### config.mk
export PLATFORM = sky130hd
export DESIGN_NAME = cc_core_flat
export DESIGN_NICKNAME = d
export VERILOG_FILES = /design/src/cc_pkg.sv /design/src/cc_if.sv /design/src/cc_core.sv /design/src/flat_wrapper.sv
export SDC_FILE = /design/constraint.sdc
export NUM_CORES = 1
export LEC_CHECK = 0
export BUFFER_PORTS_ARGS = -buffer_cell sky130_fd_sc_hd__clkbuf_2
export CORE_ASPECT_RATIO = 0.8
export CORE_UTILIZATION = 30
export CTS_BUF_LIST = sky130_fd_sc_hd__clkbuf_8
export CTS_CLUSTER_DIAMETER = 80
export DETAILED_ROUTE_END_ITERATION = 10
export PLACE_DENSITY = 0.45
export SETUP_SLACK_MARGIN = 0.2
export SYNTH_ARGS = -nofsm -noshare
export SYNTH_HDL_FRONTEND = slang
export SYNTH_SLANG_ARGS = --single-unit
export TNS_END_PERCENT = 1
### constraint.sdc
create_clock -name CLK -period 2.95 [get_ports CLK]
set_input_delay 0.295 -clock CLK [delete_from_list [all_inputs] [get_ports CLK]]
set_output_delay 0.295 -clock CLK [all_outputs]
set_load 0.02 [all_outputs]
### src/cc_pkg.sv
// shared constants for the cache coherence command link and its control registers
package cc_pkg;
    localparam int ADDR_W     = 32;
    localparam int DATA_W     = 32;
    localparam int IDX_W      = 4;
    localparam int WC_W       = 16;
    localparam int NOP_CYCLES = 16;
    localparam int NOP_W      = 5;
    localparam int LINE_BYTES = 64;
    localparam int WORD_BYTES = 4;
    localparam int NUM_CACHES = 2;

    // coherence operation kinds
    localparam logic [1:0] OP_WB    = 2'h0;
    localparam logic [1:0] OP_INV   = 2'h1;
    localparam logic [1:0] OP_WBINV = 2'h2;

    // device register indices: per cache a base address, then one word count per kind
    localparam logic [IDX_W-1:0] IDX_BAR_L1 = 4'h0;
    localparam logic [IDX_W-1:0] IDX_BAR_L2 = 4'h4;
    // global triggers: one per kind, level-1 group then level-2 group
    localparam logic [IDX_W-1:0] IDX_GLB_L1 = 4'h8;
    localparam logic [IDX_W-1:0] IDX_GLB_L2 = 4'hb;
    localparam logic [IDX_W-1:0] IDX_BUSY   = 4'he;
    localparam int               TRIG_BIT   = 0;

    // controller registers on AXI4-Lite (byte offsets)
    localparam int               AXI_AW     = 6;
    localparam logic [AXI_AW-1:0] A_CTRL    = 6'h00;
    localparam logic [AXI_AW-1:0] A_ADDR    = 6'h04;
    localparam logic [AXI_AW-1:0] A_COUNT   = 6'h08;
    localparam logic [AXI_AW-1:0] A_STATUS  = 6'h0c;
    // control register fields
    localparam int CTRL_GO     = 0;
    localparam int CTRL_GLOBAL = 1;
    localparam int CTRL_CACHE  = 2;
    localparam int CTRL_OP_LSB = 3;
    localparam int CTRL_POLL   = 5;
    // status register fields
    localparam int ST_BUSY     = 0;
    localparam int ST_IRQ_EN   = 1;
    localparam int ST_REFUSED  = 2;

    localparam logic [1:0] RESP_OKAY   = 2'h0;
    localparam logic [1:0] RESP_SLVERR = 2'h2;
endpackage
### src/cc_if.sv
// command link between the issuing core and the cache coherence engine
`timescale 1ns/1ns
interface cc_if;
    logic                        rq_valid;   // register request offered
    logic                        rq_ready;   // request taken
    logic                        rq_write;   // 1 write, 0 read
    logic [cc_pkg::IDX_W-1:0]    rq_index;   // register index
    logic [cc_pkg::DATA_W-1:0]   rq_wdata;   // write data
    logic                        rs_valid;   // read answer pulse
    logic [cc_pkg::DATA_W-1:0]   rs_rdata;   // read answer data
    logic                        fence_req;  // memory fence pending in core
    logic                        fence_done; // no coherence work outstanding

    modport core (
        output rq_valid, rq_write, rq_index, rq_wdata, fence_req,
        input  rq_ready, rs_valid, rs_rdata, fence_done
    );
    modport cache (
        input  rq_valid, rq_write, rq_index, rq_wdata, fence_req,
        output rq_ready, rs_valid, rs_rdata, fence_done
    );
endinterface

### src/cc_core.sv
// issuing core end: takes orders over AXI4-Lite and runs the safe coherence sequence
//
// Local design decisions: the AXI4-Lite interface to the registers and the register addresses.
`timescale 1ns/1ns
module cc_core (
    input  wire logic                      CLK,       // core clock
    input  wire logic                      SRST,      // synchronous reset, active high
    cc_if.core                             bus,       // command link to the engine
    input  wire logic [cc_pkg::AXI_AW-1:0] AWADDR,    // write address
    input  wire logic                      AWVALID,   // write address valid
    output logic                           AWREADY,   // write address ready
    input  wire logic [31:0]               WDATA,     // write data
    input  wire logic [3:0]                WSTRB,     // byte strobes
    input  wire logic                      WVALID,    // write data valid
    output logic                           WREADY,    // write data ready
    output logic      [1:0]                BRESP,     // write response
    output logic                           BVALID,    // write response valid
    input  wire logic                      BREADY,    // write response ready
    input  wire logic [cc_pkg::AXI_AW-1:0] ARADDR,    // read address
    input  wire logic                      ARVALID,   // read address valid
    output logic                           ARREADY,   // read address ready
    output logic      [31:0]               RDATA,     // read data
    output logic      [1:0]                RRESP,     // read response
    output logic                           RVALID,    // read data valid
    input  wire logic                      RREADY,    // read data ready
    output logic                           IRQ_EN,    // interrupt enable of the core
    input  wire logic                      MEM_REQ,   // core wants a memory access
    output logic                           MEM_GRANT  // memory access allowed
);
    typedef enum logic [6:0] {
        S_IDLE    = 7'b0000001,
        S_IRQ_OFF = 7'b0000010,
        S_BAR     = 7'b0000100,
        S_LAUNCH  = 7'b0001000,
        S_WAIT    = 7'b0010000,
        S_POLL    = 7'b0100000,
        S_NOPS    = 7'b1000000
    } seq_e;

    function automatic logic [31:0] merge(input logic [31:0] old, input logic [31:0] nw, input logic [3:0] be);
        logic [31:0] r;
        r = old;
        for (int b = 0; b < 4; b++) begin
            if (be[b]) begin
                r[8*b +: 8] = nw[8*b +: 8];
            end
        end
        return r;
    endfunction

    seq_e        st_q, st_d;
    logic        glb_q, glb_d, cache_q, cache_d, poll_q, poll_d;
    logic [1:0]  op_q, op_d;
    logic [31:0] addr_q, addr_d, count_q, count_d;
    logic [cc_pkg::NOP_W-1:0] nop_q, nop_d;
    logic        irq_q, irq_d, refused_q, refused_d;
    logic        rqv_q, rqv_d, rqw_q, rqw_d;
    logic [cc_pkg::IDX_W-1:0] rqi_q, rqi_d;
    logic [31:0] rqd_q, rqd_d;
    logic        awg_q, awg_d, wg_q, wg_d, bv_q, bv_d, rv_q, rv_d;
    logic [cc_pkg::AXI_AW-1:0] awa_q, awa_d;
    logic [31:0] wd_q, wd_d, rd_q, rd_d;
    logic [3:0]  ws_q, ws_d;
    logic [1:0]  br_q, br_d, rr_q, rr_d;
    logic [cc_pkg::IDX_W-1:0] bar_idx, launch_idx;
    logic        done_seen;

    assign bar_idx    = cache_q ? cc_pkg::IDX_BAR_L2 : cc_pkg::IDX_BAR_L1;
    assign launch_idx = glb_q ? 4'((cache_q ? cc_pkg::IDX_GLB_L2 : cc_pkg::IDX_GLB_L1) + {2'h0, op_q})
                              : 4'(bar_idx + 4'h1 + {2'h0, op_q});
    assign done_seen  = glb_q ? ~bus.rs_rdata[cc_pkg::TRIG_BIT] : bus.rs_rdata[cc_pkg::WC_W-1:0] == '0;

    always_comb begin
        st_d = st_q; glb_d = glb_q; cache_d = cache_q; poll_d = poll_q; op_d = op_q;
        addr_d = addr_q; count_d = count_q; nop_d = nop_q; irq_d = irq_q; refused_d = refused_q;
        rqw_d = rqw_q; rqi_d = rqi_q; rqd_d = rqd_q;
        rqv_d = rqv_q & ~bus.rq_ready;
        awg_d = awg_q; wg_d = wg_q; awa_d = awa_q; wd_d = wd_q; ws_d = ws_q;
        bv_d = bv_q & ~BREADY; br_d = br_q; rv_d = rv_q & ~RREADY; rd_d = rd_q; rr_d = rr_q;
        // AXI4-Lite slave: address and data taken in either order, answered when both are in
        if (AWVALID && AWREADY) begin
            awg_d = 1'b1;
            awa_d = AWADDR;
        end
        if (WVALID && WREADY) begin
            wg_d = 1'b1;
            wd_d = WDATA;
            ws_d = WSTRB;
        end
        if (awg_q && wg_q && !bv_q) begin
            awg_d = 1'b0;
            wg_d  = 1'b0;
            bv_d  = 1'b1;
            br_d  = cc_pkg::RESP_OKAY;
            case (awa_q)
                cc_pkg::A_CTRL: begin
                    if (ws_q[0] && wd_q[cc_pkg::CTRL_GO]) begin
                        if (st_q == S_IDLE) begin
                            glb_d   = wd_q[cc_pkg::CTRL_GLOBAL];
                            cache_d = wd_q[cc_pkg::CTRL_CACHE];
                            op_d    = wd_q[cc_pkg::CTRL_OP_LSB +: 2];
                            poll_d  = wd_q[cc_pkg::CTRL_POLL];
                            st_d    = S_IRQ_OFF;
                        end else begin
                            refused_d = 1'b1;
                        end
                    end
                end
                cc_pkg::A_ADDR:   addr_d  = (st_q == S_IDLE) ? merge(addr_q, wd_q, ws_q) : addr_q;
                cc_pkg::A_COUNT:  count_d = (st_q == S_IDLE) ? merge(count_q, wd_q, ws_q) : count_q;
                cc_pkg::A_STATUS: refused_d = (ws_q[0] && wd_q[cc_pkg::ST_REFUSED]) ? 1'b0 : refused_d;
                default:          br_d = cc_pkg::RESP_SLVERR;
            endcase
        end
        if (ARVALID && ARREADY) begin
            rv_d = 1'b1;
            rr_d = cc_pkg::RESP_OKAY;
            rd_d = '0;
            case (ARADDR)
                cc_pkg::A_CTRL: begin
                    rd_d[cc_pkg::CTRL_GLOBAL]       = glb_q;
                    rd_d[cc_pkg::CTRL_CACHE]        = cache_q;
                    rd_d[cc_pkg::CTRL_OP_LSB +: 2]  = op_q;
                    rd_d[cc_pkg::CTRL_POLL]         = poll_q;
                end
                cc_pkg::A_ADDR:   rd_d = addr_q;
                cc_pkg::A_COUNT:  rd_d = count_q;
                cc_pkg::A_STATUS: begin
                    rd_d[cc_pkg::ST_BUSY]    = st_q != S_IDLE;
                    rd_d[cc_pkg::ST_IRQ_EN]  = irq_q;
                    rd_d[cc_pkg::ST_REFUSED] = refused_q;
                end
                default: rr_d = cc_pkg::RESP_SLVERR;
            endcase
        end
        case (st_q)
            S_IDLE: begin
                irq_d = 1'b1;
                if (st_d == S_IRQ_OFF) begin
                    irq_d = 1'b0;
                end
            end
            S_IRQ_OFF: begin
                rqv_d = 1'b1;
                rqw_d = 1'b1;
                if (glb_q) begin
                    rqi_d = launch_idx;
                    rqd_d = 32'h1 << cc_pkg::TRIG_BIT;
                    st_d  = S_LAUNCH;
                end else begin
                    rqi_d = bar_idx;
                    rqd_d = addr_q;
                    st_d  = S_BAR;
                end
            end
            S_BAR: begin
                if (bus.rq_ready) begin
                    rqv_d = 1'b1;
                    rqi_d = launch_idx;
                    rqd_d = {{(32 - cc_pkg::WC_W){1'b0}}, count_q[cc_pkg::WC_W-1:0]};
                    st_d  = S_LAUNCH;
                end
            end
            S_LAUNCH: begin
                if (bus.rq_ready) begin
                    st_d = poll_q ? S_POLL : S_WAIT;
                    if (poll_q) begin
                        rqv_d = 1'b1;
                        rqw_d = 1'b0;
                    end
                end
            end
            S_WAIT: begin
                if (bus.fence_done) begin
                    st_d  = S_NOPS;
                    nop_d = '0;
                end
            end
            S_POLL: begin
                if (bus.rs_valid) begin
                    if (done_seen) begin
                        st_d  = S_NOPS;
                        nop_d = '0;
                    end else begin
                        rqv_d = 1'b1;
                    end
                end
            end
            S_NOPS: begin
                nop_d = nop_q + cc_pkg::NOP_W'(1);
                if (nop_q == cc_pkg::NOP_W'(cc_pkg::NOP_CYCLES - 1)) begin
                    st_d  = S_IDLE;
                    irq_d = 1'b1;
                end
            end
            default: st_d = S_IDLE;
        endcase
    end

    always_ff @(posedge CLK) begin
        if (SRST) begin
            st_q <= S_IDLE; glb_q <= 1'b0; cache_q <= 1'b0; poll_q <= 1'b0; op_q <= cc_pkg::OP_WB;
            addr_q <= '0; count_q <= '0; nop_q <= '0; irq_q <= 1'b1; refused_q <= 1'b0;
            rqv_q <= 1'b0; rqw_q <= 1'b0; rqi_q <= '0; rqd_q <= '0;
            awg_q <= 1'b0; wg_q <= 1'b0; awa_q <= '0; wd_q <= '0; ws_q <= '0;
            bv_q <= 1'b0; br_q <= cc_pkg::RESP_OKAY; rv_q <= 1'b0; rd_q <= '0; rr_q <= cc_pkg::RESP_OKAY;
        end else begin
            st_q <= st_d; glb_q <= glb_d; cache_q <= cache_d; poll_q <= poll_d; op_q <= op_d;
            addr_q <= addr_d; count_q <= count_d; nop_q <= nop_d; irq_q <= irq_d; refused_q <= refused_d;
            rqv_q <= rqv_d; rqw_q <= rqw_d; rqi_q <= rqi_d; rqd_q <= rqd_d;
            awg_q <= awg_d; wg_q <= wg_d; awa_q <= awa_d; wd_q <= wd_d; ws_q <= ws_d;
            bv_q <= bv_d; br_q <= br_d; rv_q <= rv_d; rd_q <= rd_d; rr_q <= rr_d;
        end
    end

    assign AWREADY       = ~awg_q & ~bv_q;
    assign WREADY        = ~wg_q & ~bv_q;
    assign BVALID        = bv_q;
    assign BRESP         = br_q;
    assign ARREADY       = ~rv_q;
    assign RVALID        = rv_q;
    assign RDATA         = rd_q;
    assign RRESP         = rr_q;
    assign IRQ_EN        = irq_q;
    // whole sequence, tail included, keeps the memory system quiet
    assign MEM_GRANT     = MEM_REQ & (st_q == S_IDLE);
    assign bus.rq_valid  = rqv_q;
    assign bus.rq_write  = rqw_q;
    assign bus.rq_index  = rqi_q;
    assign bus.rq_wdata  = rqd_q;
    assign bus.fence_req = st_q == S_WAIT;
endmodule

### src/flat_wrapper.sv
// flat-port wrapper written by rule: the top's interface ports become plain ports
module cc_core_flat 
  (CLK, SRST, AWADDR, AWVALID, AWREADY, WDATA, WSTRB, WVALID, WREADY, BRESP, BVALID, BREADY, ARADDR, ARVALID, ARREADY, RDATA, RRESP, RVALID, RREADY, IRQ_EN, MEM_REQ, MEM_GRANT, bus_rq_valid, bus_rq_write, bus_rq_index, bus_rq_wdata, bus_fence_req, bus_rq_ready, bus_rs_valid, bus_rs_rdata, bus_fence_done);
  cc_if bus_i ();
  input  wire logic CLK;
  input  wire logic SRST;
  input  wire logic [cc_pkg::AXI_AW-1:0] AWADDR;
  input  wire logic AWVALID;
  output logic AWREADY;
  input  wire logic [31:0] WDATA;
  input  wire logic [3:0] WSTRB;
  input  wire logic WVALID;
  output logic WREADY;
  output logic      [1:0] BRESP;
  output logic BVALID;
  input  wire logic BREADY;
  input  wire logic [cc_pkg::AXI_AW-1:0] ARADDR;
  input  wire logic ARVALID;
  output logic ARREADY;
  output logic      [31:0] RDATA;
  output logic      [1:0] RRESP;
  output logic RVALID;
  input  wire logic RREADY;
  output logic IRQ_EN;
  input  wire logic MEM_REQ;
  output logic MEM_GRANT;
  output wire logic [$bits(bus_i.rq_valid)-1:0] bus_rq_valid;
  output wire logic [$bits(bus_i.rq_write)-1:0] bus_rq_write;
  output wire logic [$bits(bus_i.rq_index)-1:0] bus_rq_index;
  output wire logic [$bits(bus_i.rq_wdata)-1:0] bus_rq_wdata;
  output wire logic [$bits(bus_i.fence_req)-1:0] bus_fence_req;
  input wire logic [$bits(bus_i.rq_ready)-1:0] bus_rq_ready;
  input wire logic [$bits(bus_i.rs_valid)-1:0] bus_rs_valid;
  input wire logic [$bits(bus_i.rs_rdata)-1:0] bus_rs_rdata;
  input wire logic [$bits(bus_i.fence_done)-1:0] bus_fence_done;
  assign bus_rq_valid = bus_i.rq_valid;
  assign bus_rq_write = bus_i.rq_write;
  assign bus_rq_index = bus_i.rq_index;
  assign bus_rq_wdata = bus_i.rq_wdata;
  assign bus_fence_req = bus_i.fence_req;
  assign bus_i.rq_ready = bus_rq_ready;
  assign bus_i.rs_valid = bus_rs_valid;
  assign bus_i.rs_rdata = bus_rs_rdata;
  assign bus_i.fence_done = bus_fence_done;
  cc_core u_core (.CLK(CLK), .SRST(SRST), .bus(bus_i), .AWADDR(AWADDR), .AWVALID(AWVALID), .AWREADY(AWREADY), .WDATA(WDATA), .WSTRB(WSTRB), .WVALID(WVALID), .WREADY(WREADY), .BRESP(BRESP), .BVALID(BVALID), .BREADY(BREADY), .ARADDR(ARADDR), .ARVALID(ARVALID), .ARREADY(ARREADY), .RDATA(RDATA), .RRESP(RRESP), .RVALID(RVALID), .RREADY(RREADY), .IRQ_EN(IRQ_EN), .MEM_REQ(MEM_REQ), .MEM_GRANT(MEM_GRANT));
endmodule
Word-level counts from Yosys, hierarchy flattened --
Index checks and enable logic that the tools add are counted.
Word-level totals: output and inout bits 82, word-level logic and storage cells 158, register bits 203, input port bits 91
Operators by class: equal/unequal tests 26, add/subtract/negate cells 4, bitwise logic cells 14, reduce and logical (&&, ||, !) cells 33, multiplexer cells 51
Operators by type and width (number):
- 7-bit 2-to-1 mux | 10
- 32-bit 2-to-1 mux | 2
- 32-bit case mux with 2 select lines | 1
- 26-bit case mux with 2 select lines | 1
- 7-bit case mux with 7 select lines | 1
- 4-bit AND reduction | 10
- 6-bit by 4-bit equality test with 1-bit output (second input constant) | 4
- 16-bit zero test | 1
- 4-bit 2-to-1 mux | 4
- 1-bit 2-to-1 mux | 15
- 5-bit 2-to-1 mux | 3
- 5-bit case mux with 3 select lines | 1
- 7-bit by 2-bit equality test with 1-bit output (second input constant) | 2
- 6-bit by 3-bit equality test with 1-bit output (second input constant) | 2
- 6-bit zero test | 2
- 2-bit by 1-bit inequality test with 1-bit output (second input constant) | 6
- 3-bit case mux with 3 select lines | 1
- 4-bit by 2-bit adder with 4-bit output | 2
- 2-bit inequality test (second input constant) | 4
- 1-bit inverter | 8
- 2-bit case mux with 4 select lines | 1
- 4-bit case mux with 2 select lines | 1
- 2-bit nonzero test | 4
- 4-bit OR reduction | 2
- 24 further kinds | 40

Logic depth before layout (Yosys ltp) --
depth after elaboration 8, mapped depth 8, gate-level depth less buffers 6

Worst setup path after synthesis --
No wires, ideal clock.
kind flip-flop to flip-flop, start point reg u_core.st_q[6], end point reg u_core.addr_q[1], stages on the path, launching flop included 7, setup slack 1111 ps, data arrival time 1711 ps, clock period less this slack 1839 ps, cells stage by stage dfxtp_1 > nor3_2 > and4b_1 > buf_6 > nand4_2 > mux2i_1 > nor2_1
On the way: cells in the longest elaborated chain, start to end 2
Ends and longest elaborated chain:
- from (decl) | line cc_core.sv:51 | seq_e st_q, st_d;
- from (signal assigned) | line cc_core.sv:208 | st_q <= st_d; glb_q <= glb_d; cache_q <= cache_d; poll_q <= poll_d; op_q <= op_d;
- 7-bit by 1-bit equality test with 1-bit output | line cc_core.sv:109 | cc_pkg::A_ADDR: addr_d = (st_q == S_IDLE) ? merge(addr_q, wd_q, ws_q) : addr_q;
- 4-bit AND reduction (no line)
- to (signal assigned) | line cc_core.sv:209 | addr_q <= addr_d; count_q <= count_d; nop_q <= nop_d; irq_q <= irq_d; refused_q <= refused_d;
- to (decl) | line cc_core.sv:54 | logic [31:0] addr_q, addr_d, count_q, count_d;
No other way between the ends. A chain may end at the register's enable or synchronous reset.

Final worst setup path --
start point reg u_core.st_q[6], end point out MEM_GRANT
On the way: cells in the longest elaborated chain, start to end 2
Ends and longest elaborated chain:
- 7-bit by 1-bit equality test with 1-bit output | line cc_core.sv:226 | assign MEM_GRANT = MEM_REQ & (st_q == S_IDLE);
- 1-bit bitwise AND | line cc_core.sv:226
- to (decl) | line flat_wrapper.sv:26 | output logic MEM_GRANT;
No other way between the ends.

==> impl_metrics.tcl <==
set metrics [dict create \
    status "completed" \
    final.setup.worst_slack_ns 0.3827 \
    drv_slew 0 \
    grt_max_degree 92 \
    start_util_pct 30.54 \
    fmax_mhz 389.5 \
    synth_most_common_cell "dfxtp_1" \
    max_cap_violations 0 \
    route.detailed.drc 0 \
    die_y_um 148.4 \
    dieArea_sq_um 27460 \
    dpl_worst_slack_ns 0.6108 \
    power_density_nw_per_um2 574.0 \
    ir_worst_vdd_mv 0.2071 \
    yosysTopAreaCellShare_pct 50.05 \
    ys_types 58 \
    ys_seq_area_share_pct 50.05 \
    setup_viol 0 \
    synth_edf_count 0 \
    cp.arrival_ns 2.27 \
    cts_tree "yes" \
    skew_ns 0.02300 \
    drive_gt1_share_pct 22.77 \
    rsz0062_at_grt "no" \
    fill_cells 2780 \
    ff_latch_area_sq_um 4024 \
    avgRoutedWirePerCell_um 16.81 \
    cts_setup_buffers 0 \
    synth_top_cell_by_area "dfxtp_1" \
    area_delta_synth_final_pct 27.37 \
    critical_path_class "reg -> out" \
    clock_path_buffers 3 \
    wl_mm 24.31 \
    cts_htree_levels 2 \
    ant_nets 0 \
    synthTopCellsByCount "dfxtp_1, nor2_1, nand2_1, mux2i_1, a21oi_1" \
    synth_area_leaders "dfxtp_1, mux2i_1, nor2_1, nand2_1, a21oi_1" \
    path_cells "nor3_4 > and4b_2 > buf_4 > and2_1 > clkbuf_2" \
    clkLatencyLatePin_ns 0.52 \
    ys_warn_count 0 \
    ys_ff_latch 201 \
    hpwl_mm 15.43 \
    worst_pin_slew_ns 0.8790 \
    ios 173 \
    antenna_found_initial 1 \
    gp_congestion 0.7738 \
    dieWidth_um 185.0 \
    fin_nets 1162 \
    drtIter0Drc 436 \
    slowest_stage "and4b_2" \
    grt_pass1_wl_mm 38.45 \
    clock_tree.root_cell "clkbuf_8" \
    syn_inst 883 \
    finalHoldViolations 0 \
    port_buffers 154 \
    syn_area_sq_um 8040 \
    min_period_ns 2.567 \
    cts_sinks 201 \
    crit_path_start_kind "flip-flop" \
    coreArea_sq_um 26330 \
    critPathCaptureType "primary output" \
    multiInputGateArea_sq_um 3715 \
    grt_usage_pct 17.94 \
    postSynthAreaPerCell_sq_um 9.106 \
    hold_path.class "in -> reg" \
    required_ns 2.65 \
    overflow 0 \
    antenna_cells 0 \
    post-route-period-util_pct 87.03 \
    num_rows 53 \
    vias 6949 \
    max_stage_delay_ns 0.48 \
    max_slew_margin_pct 41.40 \
    numCtsBuffers 37 \
    clk_pin_slew_worst_paths_ns 0.06 \
    first_pass_iters 5 \
    synthFlopType "dfxtp_1" \
    synthArstFlopShare_pct 0 \
    worstPathMaxFanout 10 \
    leakagePower_nw 4.562 \
    vias_per_cell 4.806 \
    fin_tns_setup_ns 0 \
    grt_pass1_vias 6768 \
]
power breakdown:
part	internal (W)	total (W)	switching [W]
Clock	0.00154	0.00271	0.00117
Sequential	0.00277	0.00281	0.0000435
Combinational	0.000139	0.000360	0.000221
worst max-delay path: cells and delay by family (launching register included):
kind,cells,cell delay [ns]
flops,1,0.38
simple gates,3,1.00
buf+inv,2,0.38
worst paths after layout:
path	cells after the start	slack [ns]	start	end
hold / removal	3	0.03	WDATA[30]	u_core.wd_q[30]$_SDFFE_PP0P_
setup reg to reg	6	0.73	u_core.st_q[6]$_SDFF_PP0_	u_core.bus.rq_wdata[2]$_SDFFE_PP0P_
hold reg to reg	2	0.45	u_core.bus.rq_wdata[21]$_SDFFE_PP0P_	u_core.bus.rq_wdata[21]$_SDFFE_PP0P_
setup / recovery	5	0.38	u_core.st_q[6]$_SDFF_PP0_	MEM_GRANT
placed cells by master (no fill, tap or decap), drive strengths merged, types with 2 or more instances in the layout:
cell type | synthesis | routed
dfxtp | 201 | 201
clkbuf | 47 | 201
nor2 | 150 | 150
nand2 | 104 | 104
mux2i | 79 | 79
a21oi | 67 | 67
dlygate4sd3 | 0 | 32
a222oi | 27 | 27
nor3 | 27 | 27
nand3 | 22 | 22
buf | 18 | 22
inv | 10 | 20
a211oi | 18 | 18
nor3b | 17 | 17
nand4 | 10 | 10
and2 | 7 | 7
nand2b | 7 | 7
nor2b | 6 | 6
nor4 | 6 | 6
o21ai | 6 | 6
a22oi | 5 | 5
ha | 5 | 5
a311oi | 4 | 4
nand3b | 3 | 3
clkinv | 0 | 3
or3 | 3 | 3
o211ai | 2 | 2
xnor2 | 2 | 2
or4 | 2 | 2
mux4 | 2 | 2
and3 | 2 | 2
nand4b | 2 | 2
a41oi | 2 | 2
o31ai | 2 | 2
conb | 1 | 2
and4b | 2 | 2
logic make-up (layout without fill, tap and decap cells):
kind of cell | after synthesis | in the layout | share of synthesized area (%)
XOR/XNOR | 2 | 2 | 0.2179
multiplexers | 82 | 82 | 10.54
buffers and inverters | 75 | 280 | 4.030
AO/OA/AOI/OAI | 143 | 143 | 12.29
AND/OR/NAND/NOR | 373 | 373 | 21.80
adder cells (fa/ha/maj) | 6 | 6 | 1.027
other | 1 | 2 | 0.04664
flip-flops | 201 | 201 | 50.05
timing repair:
item                                   CTS  global route
setup endpoints to repair                1             1
resized for setup                        1             1
cloned                                   0             0
hold buffers                            32             0
endpoints found under the hold margin   32             0
state kept, by name, indices dropped and copies added (netlist names), 5 cells and up:
| signal | count |
|---|---|
| u_core.RDATA | 32 |
| u_core.addr_q | 32 |
| u_core.bus.rq_wdata | 32 |
| u_core.count_q | 32 |
| u_core.wd_q | 32 |
| u_core.st_q | 7 |
| u_core.awa_q | 6 |
| u_core.nop_q | 5 |
final cells by class:
type	count	share of cell area, %
Clock buffer	48	6.451
Clock inverter	15	0.8797
Inverter	10	0.3665
Multi-Input combinational cell	608	36.27
Sequential cell	201	39.29
Tap cell	357	4.362
Timing Repair Buffer	207	12.38
metal layers:
layer / part of all wire (%) / vias up / routed length (um) / global-route usage (%)
met5: 0 / - / 0 / 0
met1: 52 / 3277 / 12530 / 26.68
li1: - / 3483 / - / -
met4: 1.5 / 0 / 357 / 4.587
met3: 4.9 / 34 / 1202 / 3.404
met2: 42 / 155 / 10230 / 26.28
through the flow:
stage	total power, W	utilization, %	cell area, sq um	std cells	hold WS (ns)
after floorplan	0.003060	-	8044	884	0.4310
after global routing	0.006134	38.90	10240	1446	0.01489
after detailed placement	0.003202	34.80	9163	1351	0.4463
after CTS	0.005979	38.88	10230	1446	0.004368
after global placement	0.003202	34.80	9163	1351	0.4402
final	0.005878	38.90	10240	1446	0.03206
Power figures use the tool's default switching activity.
